[src/csrb_pkg.sv]
// Shared constants for the control bus bank and its master.
package csrb_pkg;
   // -------------------------------------------------------------
   // Control bus shape
   // -------------------------------------------------------------
   localparam int DW = 8;
   localparam int AW = 14;
   localparam int SLV_W = 5;
   localparam int REG_W = 9;
   localparam int CTL_W = 16;
   localparam logic [DW-1:0] RST_BYTE = 8'h00;
   // -------------------------------------------------------------
   // Bank register indices
   // -------------------------------------------------------------
   localparam logic [REG_W-1:0] IDX_RAW = 9'h000;
   localparam logic [REG_W-1:0] IDX_CTL_HI = 9'h001;
   localparam logic [REG_W-1:0] IDX_CTL_LO = 9'h002;
   localparam logic [REG_W-1:0] IDX_CNT = 9'h003;
   localparam logic [REG_W-1:0] IDX_STAT = 9'h004;
   localparam logic [REG_W-1:0] IDX_EV_STATUS = 9'h005;
   localparam logic [REG_W-1:0] IDX_EV_PEND = 9'h006;
   localparam logic [REG_W-1:0] IDX_EV_EN = 9'h007;
   // -------------------------------------------------------------
   // Master's own AXI4-Lite registers (byte offsets)
   // -------------------------------------------------------------
   localparam logic [7:0] OFS_ADDR = 8'h00;
   localparam logic [7:0] OFS_WDATA = 8'h04;
   localparam logic [7:0] OFS_CMD = 8'h08;
   localparam logic [7:0] OFS_RDATA = 8'h0c;
   localparam logic [7:0] OFS_IRQ_STAT = 8'h10;
   localparam logic [7:0] OFS_IRQ_MASK = 8'h14;
   localparam int CMD_START = 0;
   localparam int CMD_WRITE = 1;
   localparam logic [1:0] RESP_OKAY = 2'h0;
   localparam logic [31:0] RST_WORD = 32'h0000_0000;
endpackage

[src/csrb_if.sv]
// Eight-bit control bus between the master and the register bank.
interface csrb_if;
   logic [13:0] adr;
   logic we;
   logic [7:0] dat_w;
   logic [7:0] dat_r;
   modport dev (input adr, input we, input dat_w, output dat_r);
   modport host (output adr, output we, output dat_w, input dat_r);
endinterface

[src/csrb_bank.sv]
// Register bank on the eight-bit control bus, with event collector.
module csrb_bank #(
   parameter logic [4:0] SLAVE_ID = 5'h00,
   parameter int NP = 4,
   parameter int NL = 4
) (
   input wire logic clk_sys,
   input wire logic srst,
   csrb_if.dev bus,
   input wire logic [csrb_pkg::DW-1:0] raw_w,
   output logic [csrb_pkg::DW-1:0] raw_r,
   output logic bus_write_strobe,
   output logic [csrb_pkg::CTL_W-1:0] ctl_r,
   output logic [csrb_pkg::DW-1:0] cnt_r,
   input wire logic [csrb_pkg::DW-1:0] cnt_w,
   input wire logic cnt_we,
   input wire logic [csrb_pkg::DW-1:0] stat_w,
   input wire logic [NP-1:0] pulse_event_input,
   input wire logic [NL-1:0] falling_edge_event_input,
   output logic irq
);
   localparam int NE = NP + NL;

   // -------------------------------------------------------------
   // Address decode
   // -------------------------------------------------------------
   logic sel;
   logic wr;
   logic [csrb_pkg::REG_W-1:0] idx;

   // Address layout seen by this bank:
   //    bits 13 to 9 name the slave, so thirty-two banks share one bus;
   //    bits 8 to 0 name the register inside the selected bank.
   // Every bank decodes the slave field itself, so no central decoder
   // is needed and banks can be added without touching shared logic.
   // The read index is decoded on every cycle, not only on writes,
   // because the bus has no read strobe: a read is simply an address
   // that stands for one cycle.
   // The upper five address bits pick one of thirty-two slaves.
   assign sel = bus.adr[csrb_pkg::AW-1:csrb_pkg::REG_W] == SLAVE_ID;
   assign idx = bus.adr[csrb_pkg::REG_W-1:0];
   assign wr = sel & bus.we;

   function automatic logic wr_hit(input logic w, input logic [8:0] a,
                                   input logic [8:0] r);
      wr_hit = w && (a == r);
   endfunction

   // -------------------------------------------------------------
   // Direct register
   // -------------------------------------------------------------
   logic [csrb_pkg::DW-1:0] raw_r_ff;
   logic raw_stb_ff;

   // Stored at the width of the bus word; nothing wider exists here.
   always_ff @(posedge clk_sys) begin
      if (srst) begin
         raw_r_ff <= csrb_pkg::RST_BYTE;
      end else if (wr_hit(wr, idx, csrb_pkg::IDX_RAW)) begin
         raw_r_ff <= bus.dat_w;
      end
   end

   // Strobe comes one cycle after the bus write, alongside the data.
   always_ff @(posedge clk_sys) begin
      if (srst) begin
         raw_stb_ff <= 1'b0;
      end else begin
         raw_stb_ff <= wr_hit(wr, idx, csrb_pkg::IDX_RAW);
      end
   end

   // -------------------------------------------------------------
   // Managed fields
   // -------------------------------------------------------------
   // ctl: bus read-write, core read-only, sixteen bits in two slices.
   // cnt: bus read-write, core read-write with a load strobe.
   // stat: bus read-only, core write-only, read straight from the core.
   logic [csrb_pkg::CTL_W-1:0] ctl_ff;
   logic [csrb_pkg::DW-1:0] cnt_ff;

   always_ff @(posedge clk_sys) begin
      if (srst) begin
         ctl_ff <= '0;
      end else begin
         if (wr_hit(wr, idx, csrb_pkg::IDX_CTL_HI)) begin
            ctl_ff[15:8] <= bus.dat_w;
         end
         if (wr_hit(wr, idx, csrb_pkg::IDX_CTL_LO)) begin
            ctl_ff[7:0] <= bus.dat_w;
         end
      end
   end

   // When both sides write in one cycle the core's strobe wins, so a
   // core update is never lost to a concurrent bus write.
   always_ff @(posedge clk_sys) begin
      if (srst) begin
         cnt_ff <= csrb_pkg::RST_BYTE;
      end else if (cnt_we) begin
         cnt_ff <= cnt_w;
      end else if (wr_hit(wr, idx, csrb_pkg::IDX_CNT)) begin
         cnt_ff <= bus.dat_w;
      end
   end

   // -------------------------------------------------------------
   // Event collector
   // -------------------------------------------------------------
   logic [NE-1:0] ev_status;
   logic [NE-1:0] ev_pend;
   logic [NE-1:0] ev_en;
   logic ev_irq;

   csrb_evt #(
      .NP(NP),
      .NL(NL)
   ) u_evt (
      .clk_sys(clk_sys),
      .srst(srst),
      .pulse_in(pulse_event_input),
      .level_in(falling_edge_event_input),
      .en_we(wr_hit(wr, idx, csrb_pkg::IDX_EV_EN)),
      .clr_we(wr_hit(wr, idx, csrb_pkg::IDX_EV_PEND)),
      .wdata(bus.dat_w[NE-1:0]),
      .status(ev_status),
      .pending(ev_pend),
      .enable(ev_en),
      .irq(ev_irq)
   );

   // -------------------------------------------------------------
   // Read path
   // -------------------------------------------------------------
   logic [csrb_pkg::DW-1:0] nxt_rd;
   logic [csrb_pkg::DW-1:0] dat_r_ff;

   // Register map of this bank, one byte per index:
   //    0 direct register, written by the bus, read from the core;
   //    1 and 2 control field, upper slice first;
   //    3 counter field, shared by bus and core;
   //    4 core status byte, read-only on the bus;
   //    5 to 7 event status, pending and enable bits.
   // Event bytes are padded with zeros above the last event bit.
   // Unmapped indices read as zero so that software probing the map
   // sees a defined value rather than a copy of some other register.
   // Reads have no side effects; only a write clears pending bits,
   // which keeps a debugger's read from losing an event.
   // Status has no write decode, so bus writes to it are ignored.
   always_comb begin
      nxt_rd = csrb_pkg::RST_BYTE;
      unique case (idx)
         csrb_pkg::IDX_RAW: nxt_rd = raw_w;
         csrb_pkg::IDX_CTL_HI: nxt_rd = ctl_ff[15:8];
         csrb_pkg::IDX_CTL_LO: nxt_rd = ctl_ff[7:0];
         csrb_pkg::IDX_CNT: nxt_rd = cnt_ff;
         csrb_pkg::IDX_STAT: nxt_rd = stat_w;
         csrb_pkg::IDX_EV_STATUS: nxt_rd[NE-1:0] = ev_status;
         csrb_pkg::IDX_EV_PEND: nxt_rd[NE-1:0] = ev_pend;
         csrb_pkg::IDX_EV_EN: nxt_rd[NE-1:0] = ev_en;
         default: nxt_rd = csrb_pkg::RST_BYTE;
      endcase
   end

   // Unselected slaves return zero so read data can be OR-ed together.
   always_ff @(posedge clk_sys) begin
      if (srst) begin
         dat_r_ff <= csrb_pkg::RST_BYTE;
      end else begin
         dat_r_ff <= sel ? nxt_rd : csrb_pkg::RST_BYTE;
      end
   end

   // -------------------------------------------------------------
   // Outputs
   // -------------------------------------------------------------
   // Every output below is a plain flip-flop, so the core sees no
   // glitches from the address decode and can use them across paths
   // without extra timing margin.
   // The direct value and its strobe change together; a core that
   // samples the value only while the strobe is high is always safe.
   assign bus.dat_r = dat_r_ff;
   assign raw_r = raw_r_ff;
   assign bus_write_strobe = raw_stb_ff;
   assign ctl_r = ctl_ff;
   assign cnt_r = cnt_ff;
   assign irq = ev_irq;
endmodule // csrb_bank

[src/csrb_evt.sv]
// Event collector: pending, enable and status bits with interrupt.
module csrb_evt #(
   parameter int NP = 4,
   parameter int NL = 4
) (
   input wire logic clk_sys,
   input wire logic srst,
   input wire logic [NP-1:0] pulse_in,
   input wire logic [NL-1:0] level_in,
   input wire logic en_we,
   input wire logic clr_we,
   input wire logic [NP+NL-1:0] wdata,
   output logic [NP+NL-1:0] status,
   output logic [NP+NL-1:0] pending,
   output logic [NP+NL-1:0] enable,
   output logic irq
);
   logic [NL-1:0] lvl_q_ff;
   logic [NP+NL-1:0] pend_ff;
   logic [NP+NL-1:0] en_ff;
   logic irq_ff;
   logic [NP+NL-1:0] set_ev;
   logic [NP+NL-1:0] nxt_pend;
   logic [NP+NL-1:0] nxt_en;

   // Pulse sources sit in the low bits, falling-edge sources above.
   assign set_ev = {lvl_q_ff & ~level_in, pulse_in};
   // A set in the same cycle as a software clear wins.
   assign nxt_pend = (pend_ff & ~(clr_we ? wdata : '0)) | set_ev;
   assign nxt_en = en_we ? wdata : en_ff;

   // Tracker starts low so a source low at reset makes no event.
   always_ff @(posedge clk_sys) begin
      if (srst) begin
         lvl_q_ff <= '0;
      end else begin
         lvl_q_ff <= level_in;
      end
   end

   always_ff @(posedge clk_sys) begin
      if (srst) begin
         pend_ff <= '0;
         en_ff <= '0;
      end else begin
         pend_ff <= nxt_pend;
         en_ff <= nxt_en;
      end
   end

   // Built from next-state values so it tracks the bits with no lag.
   always_ff @(posedge clk_sys) begin
      if (srst) begin
         irq_ff <= 1'b0;
      end else begin
         irq_ff <= |(nxt_pend & nxt_en);
      end
   end

   assign status = {level_in, {NP{1'b0}}};
   assign pending = pend_ff;
   assign enable = en_ff;
   assign irq = irq_ff;
endmodule // csrb_evt

[src/flat_wrapper.sv]
// flat-port wrapper written by rule: the top's interface ports become plain ports
module csrb_bank_flat 
#(
   parameter logic [4:0] SLAVE_ID = 5'h00,
   parameter int NP = 4,
   parameter int NL = 4
)
  (clk_sys, srst, raw_w, raw_r, bus_write_strobe, ctl_r, cnt_r, cnt_w, cnt_we, stat_w, pulse_event_input, falling_edge_event_input, irq, bus_adr, bus_we, bus_dat_w, bus_dat_r);
  csrb_if bus_i ();
  input wire logic clk_sys;
  input wire logic srst;
  input wire logic [csrb_pkg::DW-1:0] raw_w;
  output logic [csrb_pkg::DW-1:0] raw_r;
  output logic bus_write_strobe;
  output logic [csrb_pkg::CTL_W-1:0] ctl_r;
  output logic [csrb_pkg::DW-1:0] cnt_r;
  input wire logic [csrb_pkg::DW-1:0] cnt_w;
  input wire logic cnt_we;
  input wire logic [csrb_pkg::DW-1:0] stat_w;
  input wire logic [NP-1:0] pulse_event_input;
  input wire logic [NL-1:0] falling_edge_event_input;
  output logic irq;
  input wire logic [$bits(bus_i.adr)-1:0] bus_adr;
  input wire logic [$bits(bus_i.we)-1:0] bus_we;
  input wire logic [$bits(bus_i.dat_w)-1:0] bus_dat_w;
  output wire logic [$bits(bus_i.dat_r)-1:0] bus_dat_r;
  assign bus_i.adr = bus_adr;
  assign bus_i.we = bus_we;
  assign bus_i.dat_w = bus_dat_w;
  assign bus_dat_r = bus_i.dat_r;
  csrb_bank #(.SLAVE_ID(SLAVE_ID), .NP(NP), .NL(NL)) u_core (.clk_sys(clk_sys), .srst(srst), .bus(bus_i), .raw_w(raw_w), .raw_r(raw_r), .bus_write_strobe(bus_write_strobe), .ctl_r(ctl_r), .cnt_r(cnt_r), .cnt_w(cnt_w), .cnt_we(cnt_we), .stat_w(stat_w), .pulse_event_input(pulse_event_input), .falling_edge_event_input(falling_edge_event_input), .irq(irq));
endmodule
[config.mk]
export PLATFORM = sky130hd
export DESIGN_NAME = csrb_bank_flat
export DESIGN_NICKNAME = d
export VERILOG_FILES = /design/src/csrb_pkg.sv /design/src/csrb_if.sv /design/src/csrb_bank.sv /design/src/csrb_evt.sv /design/src/flat_wrapper.sv
export SDC_FILE = /design/constraint.sdc
export NUM_CORES = 1
export LEC_CHECK = 0
export BUFFER_PORTS_ARGS = -buffer_cell sky130_fd_sc_hd__buf_2
export CAP_MARGIN = 20
export CORE_UTILIZATION = 56
export CTS_BUF_LIST = sky130_fd_sc_hd__clkbuf_8
export DETAILED_ROUTE_END_ITERATION = 16
export GPL_TIMING_DRIVEN = 0
export HOLD_SLACK_MARGIN = 0.12
export MAX_ROUTING_LAYER = met4
export PLACE_DENSITY = 0.83
export SLEW_MARGIN = 5
export SYNTH_ARGS = -nofsm -noshare
export SYNTH_HDL_FRONTEND = slang
export SYNTH_HIERARCHICAL = 1
export SYNTH_SLANG_ARGS = --single-unit
[constraint.sdc]
create_clock -name clk_sys -period 8.2 [get_ports clk_sys]
set_clock_uncertainty 0.1 [all_clocks]
set_input_delay 0.41 -clock clk_sys [delete_from_list [all_inputs] [get_ports clk_sys]]
set_output_delay 0.41 -clock clk_sys [all_outputs]
set_load 0.02 [all_outputs]
== Word-level counts from Yosys, hierarchy flattened ==
Cells that the tools add are included.
W data, S select, Z words.
Cells by class
  $add $sub $neg: 0
  $mul: 0
  divide/modulo/power cells: 0
  magnitude comparators: 0
  equality and inequality tests: 7
  shift-type cells: 0
  multiplexer cells: 5
  bitwise logic cells: 8
  reduce and logical (&&, ||, !) cells: 11
Operators by type and width (number)
  $pmux W8 S8: 1
  $eq A9 B3 Y1 const B: 4
  $mux W8: 4
  $eq A9 B2 Y1 const B: 2
  $and A8 B8 Y8: 2
  $eq A9 B1 Y1 const B: 1
  $logic_not A9 Y1: 1
  $not A8 Y8: 1
  $or A8 B8 Y8: 1
  $reduce_or A8 Y1: 1
  $logic_and A1 B1 Y1: 6
  $logic_not A5 Y1: 1
  $and A4 B4 Y4: 1
  $not A4 Y4: 1
  $reduce_bool A2 Y1: 1
  $reduce_or A2 Y1: 1
  $and A1 B1 Y1: 1
  $not A1 Y1: 1
Word-level totals
  flip-flop bits (word level): 62
  bits in latches: 0
  memory bits (writable): 0
  bits in read-only memories: 0
  bits of input ports: 58
  output and inout port bits: 42
  word-level logic and storage cells: 41
  memories: 0

== Logic depth before layout (Yosys ltp) ==
Gate-level depths: netlist of the first run.
  depth after elaboration: 9
  gate-level depth with buffers: 10
  mapped depth without buffers: 7

== Modules after synthesis ==
The synthesis of the first run kept the hierarchy.
By module, submodules not included
  csrb_bank: instances 1, cells each 216, area an instance 2168.3 um^2, sequential area each 820.8 um^2
  csrb_evt: instances 1, cells each 88, area an instance 814.5 um^2, sequential area each 420.4 um^2

== Worst setup path before layout of the first run ==
Ideal clock, no wire load.
  path kind: input to register
  start point: in bus_adr[1]
  end point: reg u_core.u_evt.irq_ff (netlist: u_core/u_evt/irq)
  library setup time: 0.125 ns
  arrival time: 2.801 ns
  required time: 7.975 ns
  setup slack: 5.174 ns
  stages: 9
  path buffers: 3
  cells stage by stage: clkbuf_1 or3b_2 or4_1 clkbuf_1 nor3_1 buf_6 mux2i_1 o22ai_1 o41a_1
On the way
  word-level cells in the longest chain between the ends: 8
  elaborated cells between the ends (all ways): 11
  those cells by class: eq/ne (2); mux (2); bitwise (4); reduce/logical (3)
RTL lines
  start, declared: line flat_wrapper.sv:23  | input wire logic [$bits(bus_i.adr)-1:0] bus_adr;
  $eq A9 B3 Y1: line csrb_bank.sv:46  | wr_hit = w && (a == r);
  $logic_and A1 B1 Y1: line csrb_bank.sv:46
  $mux W8: line csrb_evt.sv:29  | assign nxt_pend = (pend_ff & ~(clr_we ? wdata : '0)) | set_ev;
  $not A8 Y8: line csrb_evt.sv:29
  $and A8 B8 Y8: line csrb_evt.sv:29
  $or A8 B8 Y8: line csrb_evt.sv:29
  $and A8 B8 Y8 (*): line csrb_evt.sv:56  | irq_ff <= |(nxt_pend & nxt_en);
  $reduce_or A8 Y1 (*): line csrb_evt.sv:56
  end signal, assigned: line csrb_evt.sv:56
  end, declared: line csrb_evt.sv:21  | logic irq_ff;
Every way passes the cells marked *; elsewhere a longest branch is shown, timed or not.
A chain may end at the register's enable or synchronous reset.

== Worst setup path in the final report of the first run ==
Same ends and word-level chain as after synthesis.

==> results.md, run 1 <==
- GRT Util Overall: 31.1%
- Net count, final: 474
- Number of warning messages in the yosys log: 6
- Sequential cell area fraction in the yosys report: 41.6%
- Initial antenna violation count: 0
- Result of the run: complete, no violations
- Ranking of synthesized cells by instance count: dfxtp_1 (62), mux2i_1 (25), nand2b_1 (25)
- Internal power component: 487 uW
- DRT Pass-1 Iters: 6
- Total power: 644 uW
- Part of the total power dissipated in sequential elements: 48.3%
- GPL Wtd Cong: 0.871
- Kind of critical path: in2reg
- Switching power share of the total: 24.3%
- Kind of start point of the critical path: primary input
- DP Wirelength: 5930 microns
- Average detailed-routed wire length per instance: 16.2 microns
- Maximum vdd ir drop: 0.138 mV
- Reg2Reg Depth: 4
- Area share of the largest cell type after synthesis: 41.6%
- Number of core rows: 26
- Placed instance area: 0.00357 sq mm
- Number of maximum-capacitance violations: 0
- First-pass GRT wire length: 12200 microns
- Portion of the clock cycle consumed by the worst path in the final layout: 39.0%
- Hold buffer count at cts: 0
- Tightest Pin Transition: 0.934 ns
- CTS sink count: 62
- Average size of a mapped cell: 9.81 sq um
- Maximum number of pins on one net before global-route repair: 11
- Filler instances: 400
- Number of nets with antenna violations after detailed routing: 0
- Peak Freq: 313 MHz
- Number of flip-flops and latches in the synthesized netlist: 62
- Number of vias per cell after detailed routing: 5.72
- Worst hold stages: 3
- Remaining Overflow, GRT: 0
- Clock power frac: 40.2%
- Critical Path End Type: flop
- Power density over the cells: 171 mW/mm^2
- Sum Neg Setup Slack: 0 ns
- Number of buffers added for setup after CTS: 0
- Clock latency at the later pin of the worst-skew pair: 0.34 ns
- Power spent charging and discharging nets: 157 uW
- CTS buffer count: 9
- Synth top area cells: dfxtp_1 (42%), mux4_2 (12%), mux2i_1 (8.4%)
- Endpoint arrival time on the critical path: 3.32 ns
- Total I/O pin count: 100
- Total leakage power: 1.59 nW
- Most frequently used flop master after synthesis: dfxtp_1
- Number of enable flip-flop cells after synthesis: 0
- DIE AREA: 0.00562 sq mm
- Combinational group share of total power: 11.5%
- Syn Std Cell Area: 0.00298 sq mm
- Final number of max-transition violations: 0
- Async set or reset register ratio after synthesis: 0%
- Detailed Route WL: 7950 microns
- Library cell with the largest summed area after synthesis: dfxtp_1
- Clock transition at the register clock pins on the worst setup and hold paths after CTS: 0.07 ns
- Number of buffers on the longest clock path: 2
- Number of port buffers: 98
- Area of the core: 0.00511 sq mm
- Worst path required time: 8.32 ns
- Critical Path Fanout Max: 10
- Final hold viol count: 0
- Class of the tightest hold or removal check: in2reg
- Final min period: 3.20 ns
- Cell area after layout: 0.00376 sq mm
- Iteration-0 DRC count of the detailed router: 231
- Library cells used by synthesis: 37
- Area Overhead vs Synth: 26.1%
- # diodes: 0
- Starting density of the core: 58.4%
- Most common cell in the synthesized netlist: dfxtp_1
- Number of vias in the routed layout: 2805
- Unrepaired setup endpoints after global routing: false
- Fraction of layout cells with a size suffix above 1: 35.5%
- Via count of the first global-routing pass: 2598
- Worst slew margin relative to its limit: 37.2%
- Setup-failing EPs final: 0
- Cells after Synth: 304
- Clock tree from TritonCTS: yes
- Height of the chip: 75.0 microns
- H-Tree Level Count: 3
- Horizontal die dimension: 75.0 microns
- Total DRC errors in the routed layout: 0
- Resized cells post-CTS: 0
- Cell at the root of the clock tree: clkbuf_8
- Worst hold slack: 0.200 ns
## routing by layer
layer	share of wire [%]	global-route usage [%]	vias up
met4	1.8	13.0	0
met3	8.6	5.35	15
met5	0	-	-
met2	49	51.2	160
li1	-	-	1307
met1	40	37.9	1323
## cell families after synthesis
kind of cell | count (synthesis) | share of synthesized area [%]
mux | 41 | 20.5
simple gates | 132 | 25.5
flops | 62 | 41.6
other cells | 1 | 0.126
compound gates | 36 | 6.54
buf+inv | 32 | 5.70
## path summary, 6_finish.rpt
check | slack (ns) | to | startpoint
min reg2reg | 0.37 | u_core/raw_r[5] | u_core/raw_r[5]
min | 0.20 | u_core/u_evt/pending[0] | pulse_event_input[0]
max reg2reg | 6.86 | u_core/u_evt/irq | u_core/u_evt/lvl_q_ff[3]
max | 5.00 | u_core/u_evt/irq | bus_adr[1]
## power by group through the flow
stage | clock network, mW | registers [mW] | logic, mW
finish | 0.259 | 0.311 | 0.0739
detailed placement | 0 | 0.318 | 0.0727
global route | 0.275 | 0.312 | 0.0802
CTS | 0.262 | 0.311 | 0.0732
floorplan | 0 | 0.320 | 0.0399
global placement | 0 | 0.318 | 0.0714
## critical path: stages
cell	delay (ns)
clkbuf_1	0.43
or3b_2	0.49
or4_1	0.42
clkbuf_1	0.25
nor3_1	0.29
buf_6	0.20
mux2i_1	0.27
o22ai_1	0.14
o41a_1	0.41
## registers in the layout, summed over array words and instances (netlist names)
register / flops
u_core/bus.dat_r: 8
u_core/bus_write_strobe: 1
u_core/cnt_r: 8
u_core/ctl_r: 16
u_core/raw_r: 8
u_core/u_evt/enable: 8
u_core/u_evt/irq: 1
u_core/u_evt/lvl_q_ff: 4
u_core/u_evt/pending: 8
## layout make-up
type / count / area [sq um] / share of cell area [%]
Buffer: 29 / 159 / 4.22
Clock buffer: 10 / 138 / 3.66
Clock inverter: 5 / 51.3 / 1.36
Inverter: 3 / 11.3 / 0.299
Multi-Input combinational cell: 213 / 1580 / 42.1
Sequential cell: 62 / 1240 / 33.0
Tap cell: 70 / 87.6 / 2.33
Timing Repair Buffer: 98 / 490 / 13.0
## cell usage in the layout (no fill, tap or decap), types with 3 or more instances in the layout
cell type / instances
a21oi_1: 22
buf_2: 99
buf_4: 9
clkbuf_1: 16
clkbuf_8: 10
conb_1: 4
dfxtp_1: 62
inv_1: 3
mux2i_1: 25
mux4_2: 16
nand2_1: 23
nand2b_1: 25
nand4_1: 8
nor2_1: 17
nor2b_1: 16
nor3_1: 10
nor3b_1: 8
nor4_1: 8
o21ai_0: 8
o22ai_1: 4
or4_1: 4
## metrics by stage
step / std cells / setup WS, ns / utilization (%)
after floorplan: 307 / 5.17 / -
after global placement: 475 / 4.81 / 69.9
after detailed placement: 475 / 4.75 / 69.9
after CTS: 490 / 5.10 / 73.6
after global routing: 490 / 4.89 / 73.6
final: 490 / 5.00 / 73.6
No activity file was read; power rests on OpenSTA's default activity.
==> inputs of run 2 (changes only) <==
Settings changed: ABC_AREA set to 1, CORE_UTILIZATION 56 to 53, PLACE_DENSITY 0.83 to 0.78.
Clock period 8.2 ns to 3.35 ns, I/O delays scaled along.
==> results.md, run 2 <==
- Height of the chip: 80.0 microns
- CTS buffer count: 9
- Area share of the largest cell type after synthesis: 38.5%
- Endpoint arrival time on the critical path: 2.00 ns
- Post-route setup slack: 1.49 ns
- Fraction of layout cells with a size suffix above 1: 26.4%
- Total leakage power: 2.31 nW
- Cell Chain, Critical Path: dlygate4sd3_1 > buf_2 > nor2_1 > o21ai_1 > a21oi_1 > dlygate4sd3_1
- Non-filler instance count after layout: 711
- Remaining Overflow, GRT: 0
- DP Wirelength: 6930 microns
- Number of buffers added for setup after CTS: 0
- Number of port buffers: 98
- Number of vias per cell after detailed routing: 5.31
- Cell at the root of the clock tree: clkbuf_8
- Number of nets with antenna violations after detailed routing: 0
- Worst hold stages: 5
- Largest family of logic cells by synthesized area: simple AND/OR/NAND/NOR gates
- Hold path startpoint: stat_w[3]
- Worst hold slack: 0.132 ns
- Total I/O pin count: 100
- Maximum number of pins on one net before global-route repair: 11
- Initial antenna violation count: 0
- Simple logic cell fraction of the synthesized area: 42.7%
- Net count, final: 691
- Class of the tightest hold or removal check: in2reg
- Number of maximum-capacitance violations: 0
- First-pass GRT wire length: 15500 microns
- Iteration-0 DRC count of the detailed router: 315
- Filler instances: 485
- Kind of start point of the critical path: primary input
- Number of core rows: 28
- Result of the run: complete, no violations
- Synth top area cells: dfxtp_1 (38%), nand2_1 (15%), nand3_1 (10%)
- Cell family contributing the most delay on the critical path: buffers and inverters
- Power density over the cells: 349 mW/mm^2
- H-Tree Level Count: 3
- Library cells used by synthesis: 25
- Portion of the clock cycle consumed by the worst path in the final layout: 55.6%
- CTS sink count: 62
- Syn Std Cell Area: 0.00323 sq mm
- Peak Freq: 537 MHz
- GPL Wtd Cong: 0.861
- Worst slew margin relative to its limit: 60.8%
- Delay of the slowest cell on the worst path: 0.58 ns
- # placed instances: 657
- R2R Path Start: u_core/cnt_r[6]
- Final hold viol count: 0
- Slowest cell on the critical path: dlygate4sd3_1
- Cells after Synth: 481
- GRT Util Overall: 33.6%
- Final number of max-transition violations: 0
- Ranking of synthesized cells by instance count: nand2_1 (128), nor2_1 (85), nand3_1 (67)
- Number of flip-flops and latches in the synthesized netlist: 62
- Tightest Pin Transition: 0.584 ns
- Most common cell after layout, fill and taps aside: nand2_1
- Number of buffers on the longest clock path: 2
- Clock transition at the register clock pins on the worst setup and hold paths after CTS: 0.07 ns
- Endpoint with the worst hold slack: u_core/bus.dat_r[3]
- Cell type with the highest occurrence count on the critical path: dlygate4sd3_1
- Final min period: 1.86 ns
- Critical Path Fanout Max: 9
- End of the worst register-to-register path: u_core/bus.dat_r[6]
- # diodes: 0
- Unrepaired setup endpoints after global routing: false
- Clock tree from TritonCTS: yes
- Flip-flop count of the largest register after layout: 16
- Worst-case setup slack after placement: 1.35 ns
- Flop-to-flop setup slack: 1.84 ns
- Xor-xnor portion of the synthesized cell area: 0%
- Most frequently used flop master after synthesis: dfxtp_1
- Library cell with the largest summed area after synthesis: dfxtp_1
- Horizontal die dimension: 80.0 microns
- Number of enable flip-flop cells after synthesis: 0
- Maximum vdd ir drop: 0.323 mV
- Total power: 1.53 mW
- Number of vias in the routed layout: 3773
- Sequential cell area fraction in the yosys report: 38.5%
- Share of synthesized cell area in full adder, half adder and majority cells: 0%
- Most common cell in the synthesized netlist: nand2_1
- Sum Neg Setup Slack: 0 ns
- Total DRC errors in the routed layout: 0
- Multiplexer area fraction after synthesis: 0%
- Kind of critical path: in2reg
- Critical Path End Type: flop
- Clock latency at the later pin of the worst-skew pair: 0.35 ns
- DRT Pass-1 Iters: 7
- Sum of buffers and inverters on the critical path: 3
- Async set or reset register ratio after synthesis: 0%
- Via count of the first global-routing pass: 3283
- Average detailed-routed wire length per instance: 14.4 microns
- Area fraction in compound gates after synthesis: 8.81%
- Most frequent cells in the layout: nand2_1 (128), buf_2 (103), nor2_1 (85), nand3_1 (67), dfxtp_1 (62)
- Reg2Reg Depth: 5
- DIE AREA: 0.00640 sq mm
- Setup-failing EPs final: 0
- Area of the core: 0.00589 sq mm
- Average size of a mapped cell: 6.71 sq um
- Worst path required time: 3.49 ns
- Area Overhead vs Synth: 35.9%
- Starting density of the core: 54.8%
- Detailed Route WL: 10300 microns
- Number of warning messages in the yosys log: 6
run 2: cell count changes after synthesis, sizes merged, moves of 9 or more:
cell    previous run  this run
mux4              16         0
o21ai              8        27
nor4              10         1
nor2              18        98
nand2             23       138
mux2i             25         0
nor3              10         0
nand2b            25         0
buf               13        24
inv                2        28
clkbuf            16         4
nor2b             16         0
nand3              1        68
run 2: worst register-to-register path: stages, from the launching register on:
cell and delay [ns]:
dfxtp_1 0.34, nand3_1 0.11, nand2_1 0.10, nor2_1 0.11, a21oi_1 0.07, dlygate4sd3_1 0.58
run 2: worst max-delay path by stage:
| stage | startpoint | to | slack (ns) | depth (start not counted) |
|---|---|---|---|---|
| after floorplan | bus_adr[10] | u_core/u_evt/irq | 1.66 | 11 |
| after global placement | bus_adr[10] | u_core/u_evt/irq | 1.37 | 12 |
| after detailed placement | bus_adr[3] | u_core/u_evt/irq | 1.35 | 15 |
| after CTS | srst | u_core/bus.dat_r[6] | 1.49 | 6 |
| after global routing | srst | u_core/bus.dat_r[6] | 1.44 | 6 |
| final | srst | u_core/bus.dat_r[6] | 1.49 | 6 |
run 2: final cells by class:
type	instances	area, sq um	area share, %
inverters	28	113	2.57
plain buffers	28	205	4.68
clock buffers	10	138	3.14
repair buffers	138	891	20.3
flip-flops and latches	62	1240	28.3
well taps	75	93.8	2.14
clock inverters	4	25.0	0.571
multi-input cells	366	1680	38.3
run 2: repair_timing:
item                                   CTS  global route
endpoints found under the hold margin   62             0
hold buffers                            40             0
resized for setup                        0             0
run 2: cells by family (layout without fill, tap and decap cells):
group / after synthesis / count (layout)
and+or+nand+nor: 306 / 306
DFF: 62 / 62
AOI/OAI and AO/OA: 56 / 56
buffers and inverters: 56 / 208
other: 1 / 4
run 2: metrics by stage:
step,cell area (sq um),util (%)
2_1_floorplan,3240,-
3_3_place_gp,3820,64.9
3_5_place_dp,3820,64.9
4_1_cts,4380,74.5
5_1_grt,4380,74.5
6_report,4380,74.5
run 2: layer usage:
layer  routed length (microns)  vias to the layer above  global-route usage (%)  share of wire [%]
li1                          -                     1825                       -                  -
met4                       207                        0                    11.8                2.0
met3                       846                       24                    8.91                8.2
met5                         0                        -                       -                  0
met1                      4210                     1735                    39.9                 41
met2                      5000                      189                    55.0                 49
run 2: report_power, final:
group | internal (mW) | switching [mW] | leakage [nW] | total (mW)
clock | 0.277 | 0.299 | 0.0800 | 0.577
combinational | 0.0851 | 0.108 | 1.73 | 0.193
sequential | 0.752 | 0.0103 | 0.504 | 0.763
==> inputs of run 3 (changes only) <==
Clock period 3.35 ns to 1.75 ns, I/O delays scaled along.
==> results.md, run 3 (synthesis gave the netlist of run 2 again) <==
- Total I/O pin count: 100
- Flop-to-flop setup slack: 0.31 ns
- Net count, final: 700
- Final number of max-transition violations: 0
- Remaining Overflow, GRT: 0
- Critical Path End Type: flop
- Most common cell after layout, fill and taps aside: nand2_1
- Cell at the root of the clock tree: clkbuf_8
- Clock tree from TritonCTS: yes
- Power density over the cells: 656 mW/mm^2
- Sum Neg Setup Slack: 0 ns
- Fraction of layout cells with a size suffix above 1: 26.2%
- Maximum number of pins on one net before global-route repair: 11
- DIE AREA: 0.00640 sq mm
- Starting density of the core: 54.8%
- Kind of critical path: in2reg
- GPL Wtd Cong: 0.861
- Cell Chain, Critical Path: buf_2 > nor2_1 > nand2_2 > nor2_4 > buf_2 > nand3_1 > nand2_1 > nor2_1 > dlygate4sd3_1 > a21oi_1
- Clock latency at the later pin of the worst-skew pair: 0.35 ns
- GRT Util Overall: 33.7%
- Area Overhead vs Synth: 38.8%
- Detailed Route WL: 10300 microns
- # placed instances: 657
- Unrepaired setup endpoints after global routing: true
- # diodes: 0
- Kind of start point of the critical path: primary input
- H-Tree Level Count: 3
- Portion of the clock cycle consumed by the worst path in the final layout: 94.8%
- Reg2Reg Depth: 5
- Worst path required time: 1.92 ns
- DRT Pass-1 Iters: 6
- CTS buffer count: 9
- Via count of the first global-routing pass: 3330
- Result of the run: complete, no violations
- Peak Freq: 603 MHz
- Area of the core: 0.00589 sq mm
- Average detailed-routed wire length per instance: 14.2 microns
- Delay of the slowest cell on the worst path: 0.57 ns
- R2R Path Start: u_core/ctl_r[8]
- DP Wirelength: 6930 microns
- Tightest Pin Transition: 0.608 ns
- Number of maximum-capacitance violations: 0
- Number of buffers added for setup after CTS: 0
- Number of core rows: 28
- CTS sink count: 62
- Flip-flop count of the largest register after layout: 16
- Slowest cell on the critical path: dlygate4sd3_1
- End of the worst register-to-register path: u_core/bus.dat_r[0]
- Initial antenna violation count: 0
- Hold path startpoint: bus_we
- Post-route setup slack: 0.0912 ns
- Horizontal die dimension: 80.0 microns
- Setup-failing EPs final: 0
- Total leakage power: 2.34 nW
- Number of buffers on the longest clock path: 2
- Final min period: 1.66 ns
- Final hold viol count: 0
- Number of vias per cell after detailed routing: 5.33
- First-pass GRT wire length: 15600 microns
- Number of nets with antenna violations after detailed routing: 0
- Number of port buffers: 98
- Worst hold stages: 6
- Most frequent cells in the layout: nand2_1 (128), buf_2 (102), nor2_1 (85), nand3_1 (67), dfxtp_1 (62)
- Height of the chip: 80.0 microns
- Total DRC errors in the routed layout: 0
- Non-filler instance count after layout: 720
- Maximum vdd ir drop: 0.615 mV
- Worst-case setup slack after placement: -0.167 ns
- Number of vias in the routed layout: 3834
- Worst slew margin relative to its limit: 59.2%
- Critical Path Fanout Max: 10
- Class of the tightest hold or removal check: in2reg
- Endpoint with the worst hold slack: u_core/cnt_r[7]
- Endpoint arrival time on the critical path: 1.83 ns
- Iteration-0 DRC count of the detailed router: 352
- Clock transition at the register clock pins on the worst setup and hold paths after CTS: 0.06 ns
-- run 3: cell type report --
class                   count  area [sq um]
multi-input cells         366          1680
fillers                   473          1410
flip-flops and latches     62          1240
repair buffers            147           981
plain buffers              28           209
clock buffers              10           138
inverters                  28           113
well taps                  75          93.8
clock inverters             4          25.0
-- run 3: repair_timing --
action                     CTS  global route
hold buffers                49             0
setup endpoints to repair    0             7
gates resized for setup      0             3
hold endpoints to repair    62             0
-- run 3: how the worst max path moves through the flow --
stage | start | to | slack [ns] | cells after the start
6_report | bus_adr[7] | u_core/bus.dat_r[4] | 0.09 | 10
3_5_place_dp | bus_adr[3] | u_core/u_evt/irq | -0.17 | 15
5_1_grt | bus_adr[3] | u_core/u_evt/irq | -0.05 | 15
2_1_floorplan | bus_adr[10] | u_core/u_evt/irq | 0.14 | 11
3_3_place_gp | bus_adr[10] | u_core/u_evt/irq | -0.15 | 12
4_1_cts | srst | u_core/raw_r[5] | 0.1 | 7
-- run 3: metrics by stage --
step	utilization [%]	cell area [sq um]	hold slack [ns]	power [mW]
floorplan	-	3240	0.0499	1.65
global placement	64.9	3820	0.223	1.79
detailed placement	64.9	3820	0.231	1.79
CTS	76.0	4470	0.124	2.94
global route	76.1	4480	0.172	3.06
finish	76.1	4480	0.143	2.94
-- run 3: worst max-delay path, delay by kind of cell --
family / cells / cell delay, ns
AO/OA/AOI/OAI: 1 / 0.12
buffers and inverters: 3 / 0.94
AND/OR/NAND/NOR: 6 / 0.68
-- run 3: power by group --
group          total [mW]  internal [mW]  leakage (nW)  switching, mW
registers            1.46           1.44         0.504         0.0206
logic               0.387          0.178          1.76          0.209
clock network        1.09          0.530        0.0800          0.559
-- run 3: per-layer routing --
layer / vias to the layer above / part of all wire [%] / track usage (%)
met2: 201 / 49 / 55.9
met3: 19 / 8.7 / 9.26
met1: 1762 / 41 / 39.3
met5: - / 0 / -
met4: 0 / 1.8 / 11.6
li1: 1852 / - / -
